$ cat config.mk
export PLATFORM = sky130hd
export DESIGN_NAME = ras_stack
export DESIGN_NICKNAME = d
export VERILOG_FILES = /design/src/ras_pkg.sv /design/src/ras_pointer.sv /design/src/ras_stack.sv /design/src/ras_wb_ack.sv
export SDC_FILE = /design/constraint.sdc
export NUM_CORES = 1
export LEC_CHECK = 0
export BUFFER_PORTS_ARGS = -buffer_cell sky130_fd_sc_hd__buf_2
export CORE_MARGIN = 4
export CORE_UTILIZATION = 35
export DETAILED_ROUTE_END_ITERATION = 12
export PLACE_DENSITY = 0.63
export SLEW_MARGIN = 25
export SYNTH_ARGS = -nofsm -noshare
export SYNTH_HDL_FRONTEND = slang
export SYNTH_SLANG_ARGS = --single-unit
$ cat constraint.sdc
create_clock -name i_mclk -period 3.1 [get_ports i_mclk]
set_input_delay 0.62 -clock i_mclk [delete_from_list [all_inputs] [get_ports i_mclk]]
set_output_delay 0.62 -clock i_mclk [all_outputs]
set_load 0.1 [all_outputs]
$ cat src/ras_pkg.sv
package ras_pkg;
   // geometry
   localparam int unsigned RAS_DEPTH   = 8;
   localparam int unsigned RAS_PTR_W   = 3;
   localparam int unsigned RAS_PC_W    = 11;
   localparam int unsigned RAS_PCH_W   = 3;
   localparam int unsigned RAS_PCL_W   = 8;

   // register indexes; byte address is four times the index
   localparam logic [7:0] RAS_IDX_SP         = 8'hdf;
   localparam logic [7:0] RAS_IDX_ENTRY_BASE = 8'hf0;
   localparam logic [7:0] RAS_IDX_ENTRY_LAST = 8'hff;

   // pointer register fields
   localparam int unsigned RAS_SP_GIE_BIT = 7;
   localparam int unsigned RAS_SP_PTR_LSB = 0;
   localparam int unsigned RAS_SP_PTR_MSB = 2;

   // entry register fields
   localparam int unsigned RAS_ENT_HI_MSB = 2;

   // reset values
   localparam logic [2:0]  RAS_PTR_RST  = 3'h7;
   localparam logic        RAS_GIE_RST  = 1'b0;
   localparam logic [10:0] RAS_PC_RST   = 11'h000;
   localparam logic [31:0] RAS_RD_ZERO  = 32'h0000_0000;

   typedef enum logic [2:0] {
      RAS_OP_IDLE = 3'b001,
      RAS_OP_PUSH = 3'b010,
      RAS_OP_POP  = 3'b100
   } ras_op_t;
endpackage

$ cat src/ras_pointer.sv
`timescale 1ns/100ps
`default_nettype none
module ras_pointer
   import ras_pkg::*;
(
   input  wire logic [2:0] i_ptr,
   input  wire ras_op_t    i_op,
   output logic [2:0]      o_ptr_next,
   output logic [2:0]      o_entry
);
   always_comb begin
      case (i_op)
         RAS_OP_PUSH: begin
            o_entry    = ~i_ptr;
            o_ptr_next = i_ptr - 3'h1;
         end
         RAS_OP_POP: begin
            o_ptr_next = i_ptr + 3'h1;
            o_entry    = ~(i_ptr + 3'h1);
         end
         default: begin
            o_ptr_next = i_ptr;
            o_entry    = ~i_ptr;
         end
      endcase
   end
endmodule
`default_nettype wire

$ cat src/ras_stack.sv
// Behaviour
// - eight levels save and restore the pc
// - three-bit pointer in bits two to zero
// - entries eleven bits, high/low bytes, reset zero
// - push decrements pointer, pop increments it
// - pointer tracks next free entry; push writes that entry
// - pc saved on call and interrupt entry
// - last in, first out ordering
// - saved value is the opcode's pc
// - empty is 111; push writes entry 7-p
// - both return kinds pop and increment pointer
// - pop loads saved value into the pc
// - pointer and entries mapped in system area
// - bit seven is global interrupt enable
// - saved pc is eleven bits, 3+8
//
// The Wishbone register port was decided locally.
`timescale 1ns/100ps
`default_nettype none
module ras_stack
   import ras_pkg::*;
#(
   parameter int unsigned DEPTH  = RAS_DEPTH,
   parameter int unsigned ADR_W  = 10
) (
   input  wire logic                i_mclk,
   input  wire logic                i_nrst,
   input  wire logic                i_ce,
   // core sequencer side
   input  wire logic                i_call_push,
   input  wire logic                i_irq_push,
   input  wire logic [RAS_PC_W-1:0] i_push_pc,
   input  wire logic                i_return_from_subroutine,
   input  wire logic                i_return_from_interrupt,
   output logic [RAS_PC_W-1:0]      o_ret_pc,
   output logic                     o_ret_pc_valid,
   output logic [RAS_PTR_W-1:0]     o_stack_ptr,
   output logic                     o_global_irq_enable,
   // wishbone classic slave
   input  wire logic                i_wb_cyc,
   input  wire logic                i_wb_stb,
   input  wire logic                i_wb_we,
   input  wire logic [ADR_W-1:0]    i_wb_adr,
   input  wire logic [3:0]          i_wb_sel,
   input  wire logic [31:0]         i_wb_dat,
   output logic [31:0]              o_wb_dat,
   output logic                     o_wb_ack
);
   // elaboration-time refusal of geometries the pointer logic or the register map cannot serve
   generate
      if (DEPTH != RAS_DEPTH) begin : g_bad_depth
         $error("ras_stack: DEPTH must match the three-bit pointer");
      end
      if (ADR_W < 10) begin : g_bad_adr
         $error("ras_stack: ADR_W too small for the register map");
      end
   endgenerate

   logic [RAS_PC_W-1:0]  stack_mem [DEPTH];
   logic [RAS_PTR_W-1:0] stack_pointer_reg;
   logic                 global_irq_enable_reg;
   logic [RAS_PC_W-1:0]  ret_pc_reg;
   logic                 ret_valid_reg;
   logic [31:0]          rd_reg;

   ras_op_t              op;
   logic [RAS_PTR_W-1:0] ptr_next;
   logic [RAS_PTR_W-1:0] op_entry;
   logic                 load;
   logic                 wr_en;
   logic [7:0]           idx;
   logic                 hit_sp;
   logic                 hit_ent;
   logic [RAS_PTR_W-1:0] sw_entry;
   logic                 sw_high;
   logic [31:0]          rd_next;

   // push has priority if the sequencer ever raises both
   always_comb begin
      if (i_call_push | i_irq_push) begin
         op = RAS_OP_PUSH;
      end else if (i_return_from_subroutine | i_return_from_interrupt) begin
         op = RAS_OP_POP;
      end else begin
         op = RAS_OP_IDLE;
      end
   end

   ras_pointer u_ptr (
      .i_ptr      (stack_pointer_reg),
      .i_op       (op),
      .o_ptr_next (ptr_next),
      .o_entry    (op_entry)
   );

   ras_wb_ack u_ack (
      .i_mclk (i_mclk),
      .i_nrst (i_nrst),
      .i_ce   (i_ce),
      .i_cyc  (i_wb_cyc),
      .i_stb  (i_wb_stb),
      .o_ack  (o_wb_ack),
      .o_load (load)
   );

   // register decode: index is the word address
   assign idx      = i_wb_adr[9:2];
   assign hit_sp   = (idx == RAS_IDX_SP);
   assign hit_ent  = (idx >= RAS_IDX_ENTRY_BASE) && (idx <= RAS_IDX_ENTRY_LAST);
   assign sw_entry = idx[3:1];
   assign sw_high  = idx[0];
   // write lands on the edge where the master sees ack
   assign wr_en    = i_ce & o_wb_ack & i_wb_cyc & i_wb_stb & i_wb_we & i_wb_sel[0];

   // pointer: hardware op beats a software write in the same cycle
   always_ff @(posedge i_mclk or negedge i_nrst) begin
      if (!i_nrst) begin
         stack_pointer_reg <= RAS_PTR_RST;
      end else if (i_ce) begin
         if (op != RAS_OP_IDLE) begin
            stack_pointer_reg <= ptr_next;
         end else if (wr_en && hit_sp) begin
            stack_pointer_reg <= i_wb_dat[RAS_SP_PTR_MSB:RAS_SP_PTR_LSB];
         end
      end
   end

   always_ff @(posedge i_mclk or negedge i_nrst) begin
      if (!i_nrst) begin
         global_irq_enable_reg <= RAS_GIE_RST;
      end else if (i_ce && wr_en && hit_sp) begin
         global_irq_enable_reg <= i_wb_dat[RAS_SP_GIE_BIT];
      end
   end

   // entries: a push beats a software write to the same entry
   genvar g;
   generate
      for (g = 0; g < DEPTH; g++) begin : g_ent
         always_ff @(posedge i_mclk or negedge i_nrst) begin
            if (!i_nrst) begin
               stack_mem[g] <= RAS_PC_RST;
            end else if (i_ce) begin
               if (op == RAS_OP_PUSH && op_entry == RAS_PTR_W'(g)) begin
                  stack_mem[g] <= i_push_pc;
               end else if (wr_en && hit_ent && sw_entry == RAS_PTR_W'(g)) begin
                  if (sw_high) begin
                     stack_mem[g][RAS_PC_W-1:RAS_PCL_W] <=
                        i_wb_dat[RAS_ENT_HI_MSB:0];
                  end else begin
                     stack_mem[g][RAS_PCL_W-1:0] <= i_wb_dat[RAS_PCL_W-1:0];
                  end
               end
            end
         end
      end
   endgenerate

   // pop hands the saved pc back to the sequencer
   always_ff @(posedge i_mclk or negedge i_nrst) begin
      if (!i_nrst) begin
         ret_pc_reg    <= RAS_PC_RST;
         ret_valid_reg <= 1'b0;
      end else if (i_ce) begin
         ret_valid_reg <= (op == RAS_OP_POP);
         if (op == RAS_OP_POP) begin
            ret_pc_reg <= stack_mem[op_entry];
         end
      end
   end

   always_comb begin
      rd_next = RAS_RD_ZERO;
      if (hit_sp) begin
         rd_next[RAS_SP_GIE_BIT] = global_irq_enable_reg;
         rd_next[RAS_SP_PTR_MSB:RAS_SP_PTR_LSB] = stack_pointer_reg;
      end else if (hit_ent) begin
         if (sw_high) begin
            rd_next[RAS_ENT_HI_MSB:0] = stack_mem[sw_entry][RAS_PC_W-1:RAS_PCL_W];
         end else begin
            rd_next[RAS_PCL_W-1:0] = stack_mem[sw_entry][RAS_PCL_W-1:0];
         end
      end
   end

   always_ff @(posedge i_mclk or negedge i_nrst) begin
      if (!i_nrst) begin
         rd_reg <= RAS_RD_ZERO;
      end else if (load) begin
         rd_reg <= rd_next;
      end
   end

   assign o_wb_dat            = rd_reg;
   assign o_ret_pc            = ret_pc_reg;
   assign o_ret_pc_valid      = ret_valid_reg;
   assign o_stack_ptr         = stack_pointer_reg;
   assign o_global_irq_enable = global_irq_enable_reg;
endmodule
`default_nettype wire

$ cat src/ras_wb_ack.sv
`timescale 1ns/100ps
`default_nettype none
module ras_wb_ack (
   input  wire logic i_mclk,
   input  wire logic i_nrst,
   input  wire logic i_ce,
   input  wire logic i_cyc,
   input  wire logic i_stb,
   output logic      o_ack,
   output logic      o_load
);
   // one wait state; ack drops the cycle after it was given
   assign o_load = i_ce & i_cyc & i_stb & ~o_ack;

   always_ff @(posedge i_mclk or negedge i_nrst) begin
      if (!i_nrst) begin
         o_ack <= 1'b0;
      end else if (i_ce) begin
         o_ack <= i_cyc & i_stb & ~o_ack;
      end
   end
endmodule
`default_nettype wire

=== After elaboration in Yosys (flattened, before gate mapping) ===
Cells that the tools add are included.

* Flip-flop bits (word level): 113
* Input port bits: 67
* Output and inout port bits: 49
* Word-level logic and storage cells: 166

* Add/sub/neg operators: 2
* Magnitude comparators: 4
* Equal/unequal tests: 27
* Mux-type cells: 36
* Bitwise operators: 17
* Reduce and logical (&&, ||, !) cells: 58

{| class="wikitable"
|+ Operator list
! cell !! count
|-
| $mux 11 || 20
|-
| $bmux 11 s3 || 2
|-
| $reduce_and 3->1 || 17
|-
| $reduce_bool 2->1 || 17
|-
| $eq 3x3->1 const B || 9
|-
| $mux 3 || 8
|-
| $logic_and 1x1->1 || 21
|-
| $mux 8 || 2
|-
| $ne 2x1->1 const B || 8
|-
| $eq 3x2->1 const B || 5
|-
| $and 1x1->1 || 10
|-
| $eq 8x8->1 const B || 1
|-
| $ge 4x4->1 const B || 2
|-
| $ge 8x8->1 const B || 1
|-
| $le 8x8->1 const B || 1
|-
| $not 3->4 || 2
|-
| $eq 3x1->1 const B || 2
|-
| $logic_not 3->1 || 2
|-
| $ne 3x1->1 const B || 2
|-
| $not 3->3 || 2
|-
| $pmux 3 s2 || 1
|-
| $mux 5 || 1
|-
| $mux 4 || 1
|-
| $add 3x1->3 const B || 1
|-
| 5 further kinds || 6
|}

=== Longest topological paths before layout ===
* Depth in word-level cells: 9
* Gate-level depth with buffers: 11
* Depth with buffers taken out: 9

=== Cells and area by module ===
Synthesis repeated with hierarchy kept, for this count alone.

* Cells, all modules: 633
* Area total of the unflattened synthesis: 6,936.7 um2

{| class="wikitable"
|+ By module, submodules not included
! module !! times used !! cells each !! area each (um2) !! sequential area each (um2)
|-
| ras_stack || 1 || 601 || 6,687.7 || 2,806.4
|-
| ras_pointer || 1 || 28 || 205.2 || 0.0
|-
| ras_wb_ack || 1 || 4 || 43.8 || 25.0
|}

=== Worst setup path before layout ===
No wires, ideal clock.

* Path type: input to register
* Start: input i_irq_push
* End: register ret_pc_reg[3] (netlist: o_ret_pc[3])
* Setup time: 0.118 ns
* Arrival: 2.693 ns
* Required time: 2.982 ns
* Setup slack: 0.289 ns
* Stages on the path: 9
* Path buffers: 3
* Cell sequence: or2_1 > nor2_1 > inv_2 > ha_1 > buf_6 > buf_6 > buf_4 > mux4_2 > a21o_1

* Longest elaborated chain between the ends: 8
* Elaborated cells on any way between the ends: 9
* Classes of those cells: eq/ne (1); mux (5); bitwise (2); reduce/logical (1)

{| class="wikitable"
|+ RTL lines
! element !! line !! text
|-
| start, declared || ras_stack.sv:31 || <nowiki>input wire logic i_irq_push,</nowiki>
|-
| $or 1x1->1 (*) || ras_stack.sv:80 || <nowiki>if (i_call_push | i_irq_push) begin</nowiki>
|-
| $mux 3 (*) || ras_stack.sv:80 ||
|-
| $eq 3x3->1 (*) || ras_pointer.sv:12, ras_stack.sv:166 ||
|-
| $mux 3 || n/a ||
|-
| $not 3->4 (not written as such) || ras_stack.sv:167 || <nowiki>ret_pc_reg <= stack_mem[op_entry];</nowiki>
|-
| $bmux 11 s3 || ras_stack.sv:167 ||
|-
| $mux 11 (not written as such) (2 in series) || ras_stack.sv:167 ||
|-
| end signal, assigned || ras_stack.sv:167 ||
|-
| end, declared || ras_stack.sv:62 || <nowiki>logic [RAS_PC_W-1:0] ret_pc_reg;</nowiki>
|}

Every way passes the cells marked *; elsewhere a longest branch is shown, timed or not. The select of a mux whose other input is x is not followed.
A chain may end at the register's enable or synchronous reset.

=== Final worst setup path ===
* Start: input i_irq_push
* End: register stack_mem[29] in the netlist's numbering

* Longest elaborated chain between the ends: 8
* Elaborated cells on any way between the ends: 11
* Classes of those cells: eq/ne (4); mux (3); bitwise (1); reduce/logical (3)

{| class="wikitable"
|+ RTL lines
! element !! line !! text
|-
| $or 1x1->1 (*) || ras_stack.sv:80 ||
|-
| $mux 3 (*) || ras_stack.sv:80 ||
|-
| $eq 3x3->1 || ras_pointer.sv:12 || <nowiki>case (i_op)</nowiki>
|-
| $mux 3 || n/a ||
|-
| $eq 3x3->1 || ras_stack.sv:144 || <nowiki>if (op == RAS_OP_PUSH && op_entry == RAS_PTR_W'(g)) begin</nowiki>
|-
| $logic_and 1x1->1 (*) || ras_stack.sv:144 ||
|-
| $ne 2x1->1 (no source line) / $reduce_bool 2->1 (equally long branches) || n/a ||
|-
| $reduce_and 3->1 (no source line) || n/a ||
|-
| end signal, assigned by index || ras_stack.sv:145 || <nowiki>stack_mem[g] <= i_push_pc;</nowiki>
|-
| end signal, assigned by index || ras_stack.sv:148 || <nowiki>stack_mem[g][RAS_PC_W-1:RAS_PCL_W] <=</nowiki>
|-
| end signal, assigned by index || ras_stack.sv:151 || <nowiki>stack_mem[g][RAS_PCL_W-1:0] <= i_wb_dat[RAS_PCL_W-1:0];</nowiki>
|-
| end, declared || ras_stack.sv:59 || <nowiki>logic [RAS_PC_W-1:0] stack_mem [DEPTH];</nowiki>
|}

Every way passes the cells marked *; elsewhere a longest branch is shown, timed or not.

==> results.py <==
metrics = {
    "clocking": {
        "numCtsBuffers": 17,
        "clock_sinks": 113,
        "cts_setup_buffers": 0,
        "hold_buffers": 0,
        "cts_tree": "done",
        "cts.clk_slew.worst_paths_ns": 0.06,
        "worst_skew_pair.late_latency_ns": 0.43,
        "htree_levels": 4,
        "clockBufferDepth": 2,
        "cts_resized": 0,
        "cts-root-buf": "clkbuf_16",
    },
    "route": {
        "routed_wl_um": 23400,
        "ant_nets": 0,
        "firstDrtPassIters": 5,
        "viasPerCell": 6.04,
        "drt_iter0_markers": 756,
        "drc": 0,
        "num_vias": 6107,
        "post_drt_wl_per_cell_um": 23.2,
    },
    "die": {
        "rows": 51,
        "die_area_mm2": 0.0222,
        "die_h_um": 149,
        "start_util_pct": 35.7,
        "core_area_mm2": 0.0195,
        "ios": 116,
        "die-width_um": 149,
    },
    "critical_path": {
        "cp_num_buf_inv": 2,
        "slowest_stage": "nor2_1",
        "path_max_fanout": 10,
        "cp.arrival_ns": 3.02,
        "slowest_delay_ns": 0.73,
        "crit_chain": "buf_2 -> or2_1 -> nor2_1 -> inv_2 -> ha_2 -> nor3_1 -> nor2_1 -> nand3_1 -> o221a_2",
        "cp-end-kind": "register",
        "critPathKind": "primary input to register",
        "worst_ep_required_time_ns": 3.42,
        "cp-start-kind": "primary input",
        "crit_family": "simple AND/OR/NAND/NOR gates",
        "path_common_cell": "nor2_1",
    },
    "logic_synthesis": {
        "synth_cell_types": 59,
        "synth_area_mm2": 0.00697,
        "yosysSeqAreaShare_pct": 40.6,
        "syn_avg_cell_area_um2": 10.4,
        "synth_top_area_cell": "dfrtp_1",
        "synth-async-reset-ratio_pct": 100,
        "yosysMostFrequentCell": "dfrtp_1",
        "synth_top_area_share_pct": 39.5,
        "syn_inst": 669,
        "yosys_most_used_dff": "dfrtp_1",
        "synth_edf_count": 0,
        "synth_area_leaders": "dfrtp_1, mux4_2, nor2_1",
        "synth_warnings": 0,
        "synthTopCellsByCount": "dfrtp_1, nor2_1, mux4_2",
        "synth_seq_cells": 113,
    },
    "power_and_ir_drop": {
        "worst_ir_drop_vdd_mv": 0.365,
        "report.power.total_uw": 8110,
        "power.density_mw_per_mm2": 988,
        "leakagePower_uw": 0.00346,
    },
    "final_layout": {
        "area_growth_pct": 17.8,
        "fin_nets": 802,
        "layout-drive-gt1-share_pct": 28.3,
    },
    "timing": {
        "post-route-period-util_pct": 87.3,
        "slew_headroom_pct": 36.9,
        "holdWs_ns": 0.0556,
        "rsz0062_at_grt": "false",
        "fin_crit_ns": 2.71,
        "max_freq_ghz": 0.370,
        "setup_viol": 0,
        "tightest_slew_ns": 0.942,
        "clock_skew_ns": 0.0201,
        "final_max_slew_viol_count": 0,
        "tns_ns": 0,
        "finalHoldViolations": 0,
    },
    "global_routing": {
        "grt_max_degree": 59,
        "grt.met3_usage_pct": 5.83,
        "grt_util_all_layers_pct": 21.1,
        "grt_pass1_wl_um": 35100,
        "met2_usage_pct": 33.0,
        "grt_pass1_vias": 5850,
        "grtUsageMet1_pct": 27.9,
        "overflow": 0,
        "busiest_layer": "met2",
        "antenna_found_initial": 1,
    },
    "placed_design": {
        "dp_hpwl_um": 16200,
        "place_congestion": 0.872,
        "port_buffers": 62,
    },
    "flow_run": {
        "timing.max_cap.violations": 0,
    },
    "hold_path": {
        "hp-class": "primary input to async pin",
    },
    "status": {
        "status": "finished, final reports clean",
    },
}
kinds of logic after synthesis:
group | after synthesis | share of synthesized area, %
AOI/OAI and AO/OA | 210 | 21.9
xor gates and xnor gates | 1 | 0.126
adders and majority gates | 3 | 0.539
buffers and inverters | 118 | 8.91
DFF | 113 | 40.6
muxes | 59 | 16.1
other | 1 | 0.0538
and+or+nand+nor | 164 | 11.7
cells in the final DEF (no fill, tap or decap), drive strengths merged, types with 2 or more instances in the layout:
master,count
nor2b,3
mux2,2
nand2,22
or3,5
a211oi,10
dfstp,3
nand4b,4
buf,101
nand4,7
nand3,16
clkinv,6
a21oi,36
dfrtp,110
clkbuf,19
a221oi,6
o221a,13
o21a,24
o22a,4
ha,3
or2,8
nor3,13
o32a,16
o32ai,9
a21o,12
mux4,42
conb,24
inv,38
clkinvlp,2
nand2b,2
nor2,72
a22o,12
and3,4
nor3b,2
bufinv,5
mux2i,15
a211o,2
o21ai,25
o22ai,36
report_power, final:
part	switching (uW)	internal, uW	total, uW
clock network	728	1450	2170
logic	1890	1350	3250
registers	540	2150	2690
total	3160	4950	8110
sequential cells by signal, summed over array words and instances (netlist names):
name	cells
stack_mem	88
o_ret_pc	11
o_wb_dat	8
o_stack_ptr	3
o_global_irq_enable	1
o_ret_pc_valid	1
u_ack.o_ack	1
through the flow:
step | instance area (um2) | utilization (%) | worst slack [ns] | std cells
floorplan | 7050 | - | 0.289 | 692
global placement | 7550 | 38.7 | 0.0784 | 978
detailed placement | 7550 | 38.7 | 0.0573 | 978
CTS | 8210 | 42.0 | 0.487 | 1010
global route | 8210 | 42.0 | 0.263 | 1010
finish | 8210 | 42.0 | 0.394 | 1011
cell type report:
class,count,area (um2)
fill,1922,11300
multi-input combinational,461,3600
sequential,113,2830
timing repair buffer,101,643
clock buffer,19,443
tap,265,332
clock inverter,13,210
inverter,38,143
antenna,1,2.50
path summary, 6_finish.rpt:
check | start | to | slack, ns | cells past startpoint
worst max register to register | o_stack_ptr[0] | stack_mem[29] | 0.58 | 6
max in group asynchronous | i_nrst | stack_mem[87] | 2.20 | 2
worst max-delay path | i_irq_push | stack_mem[29] | 0.39 | 9
worst min register to register | o_wb_dat[6] | o_wb_dat[6] | 0.47 | 2
min in group i_mclk | o_wb_dat[6] | o_wb_dat[6] | 0.47 | 2
worst min-delay path | i_nrst | stack_mem[44] | 0.06 | 1
metal layers:
| metal | up-vias | share of wire, % |
|---|---|---|
| li1 | 2623 | - |
| met1 | 3060 | 40 |
| met2 | 375 | 47 |
| met3 | 49 | 10 |
| met4 | 0 | 3.0 |
| met5 | - | 0 |
(Power assumes the default switching activity.)
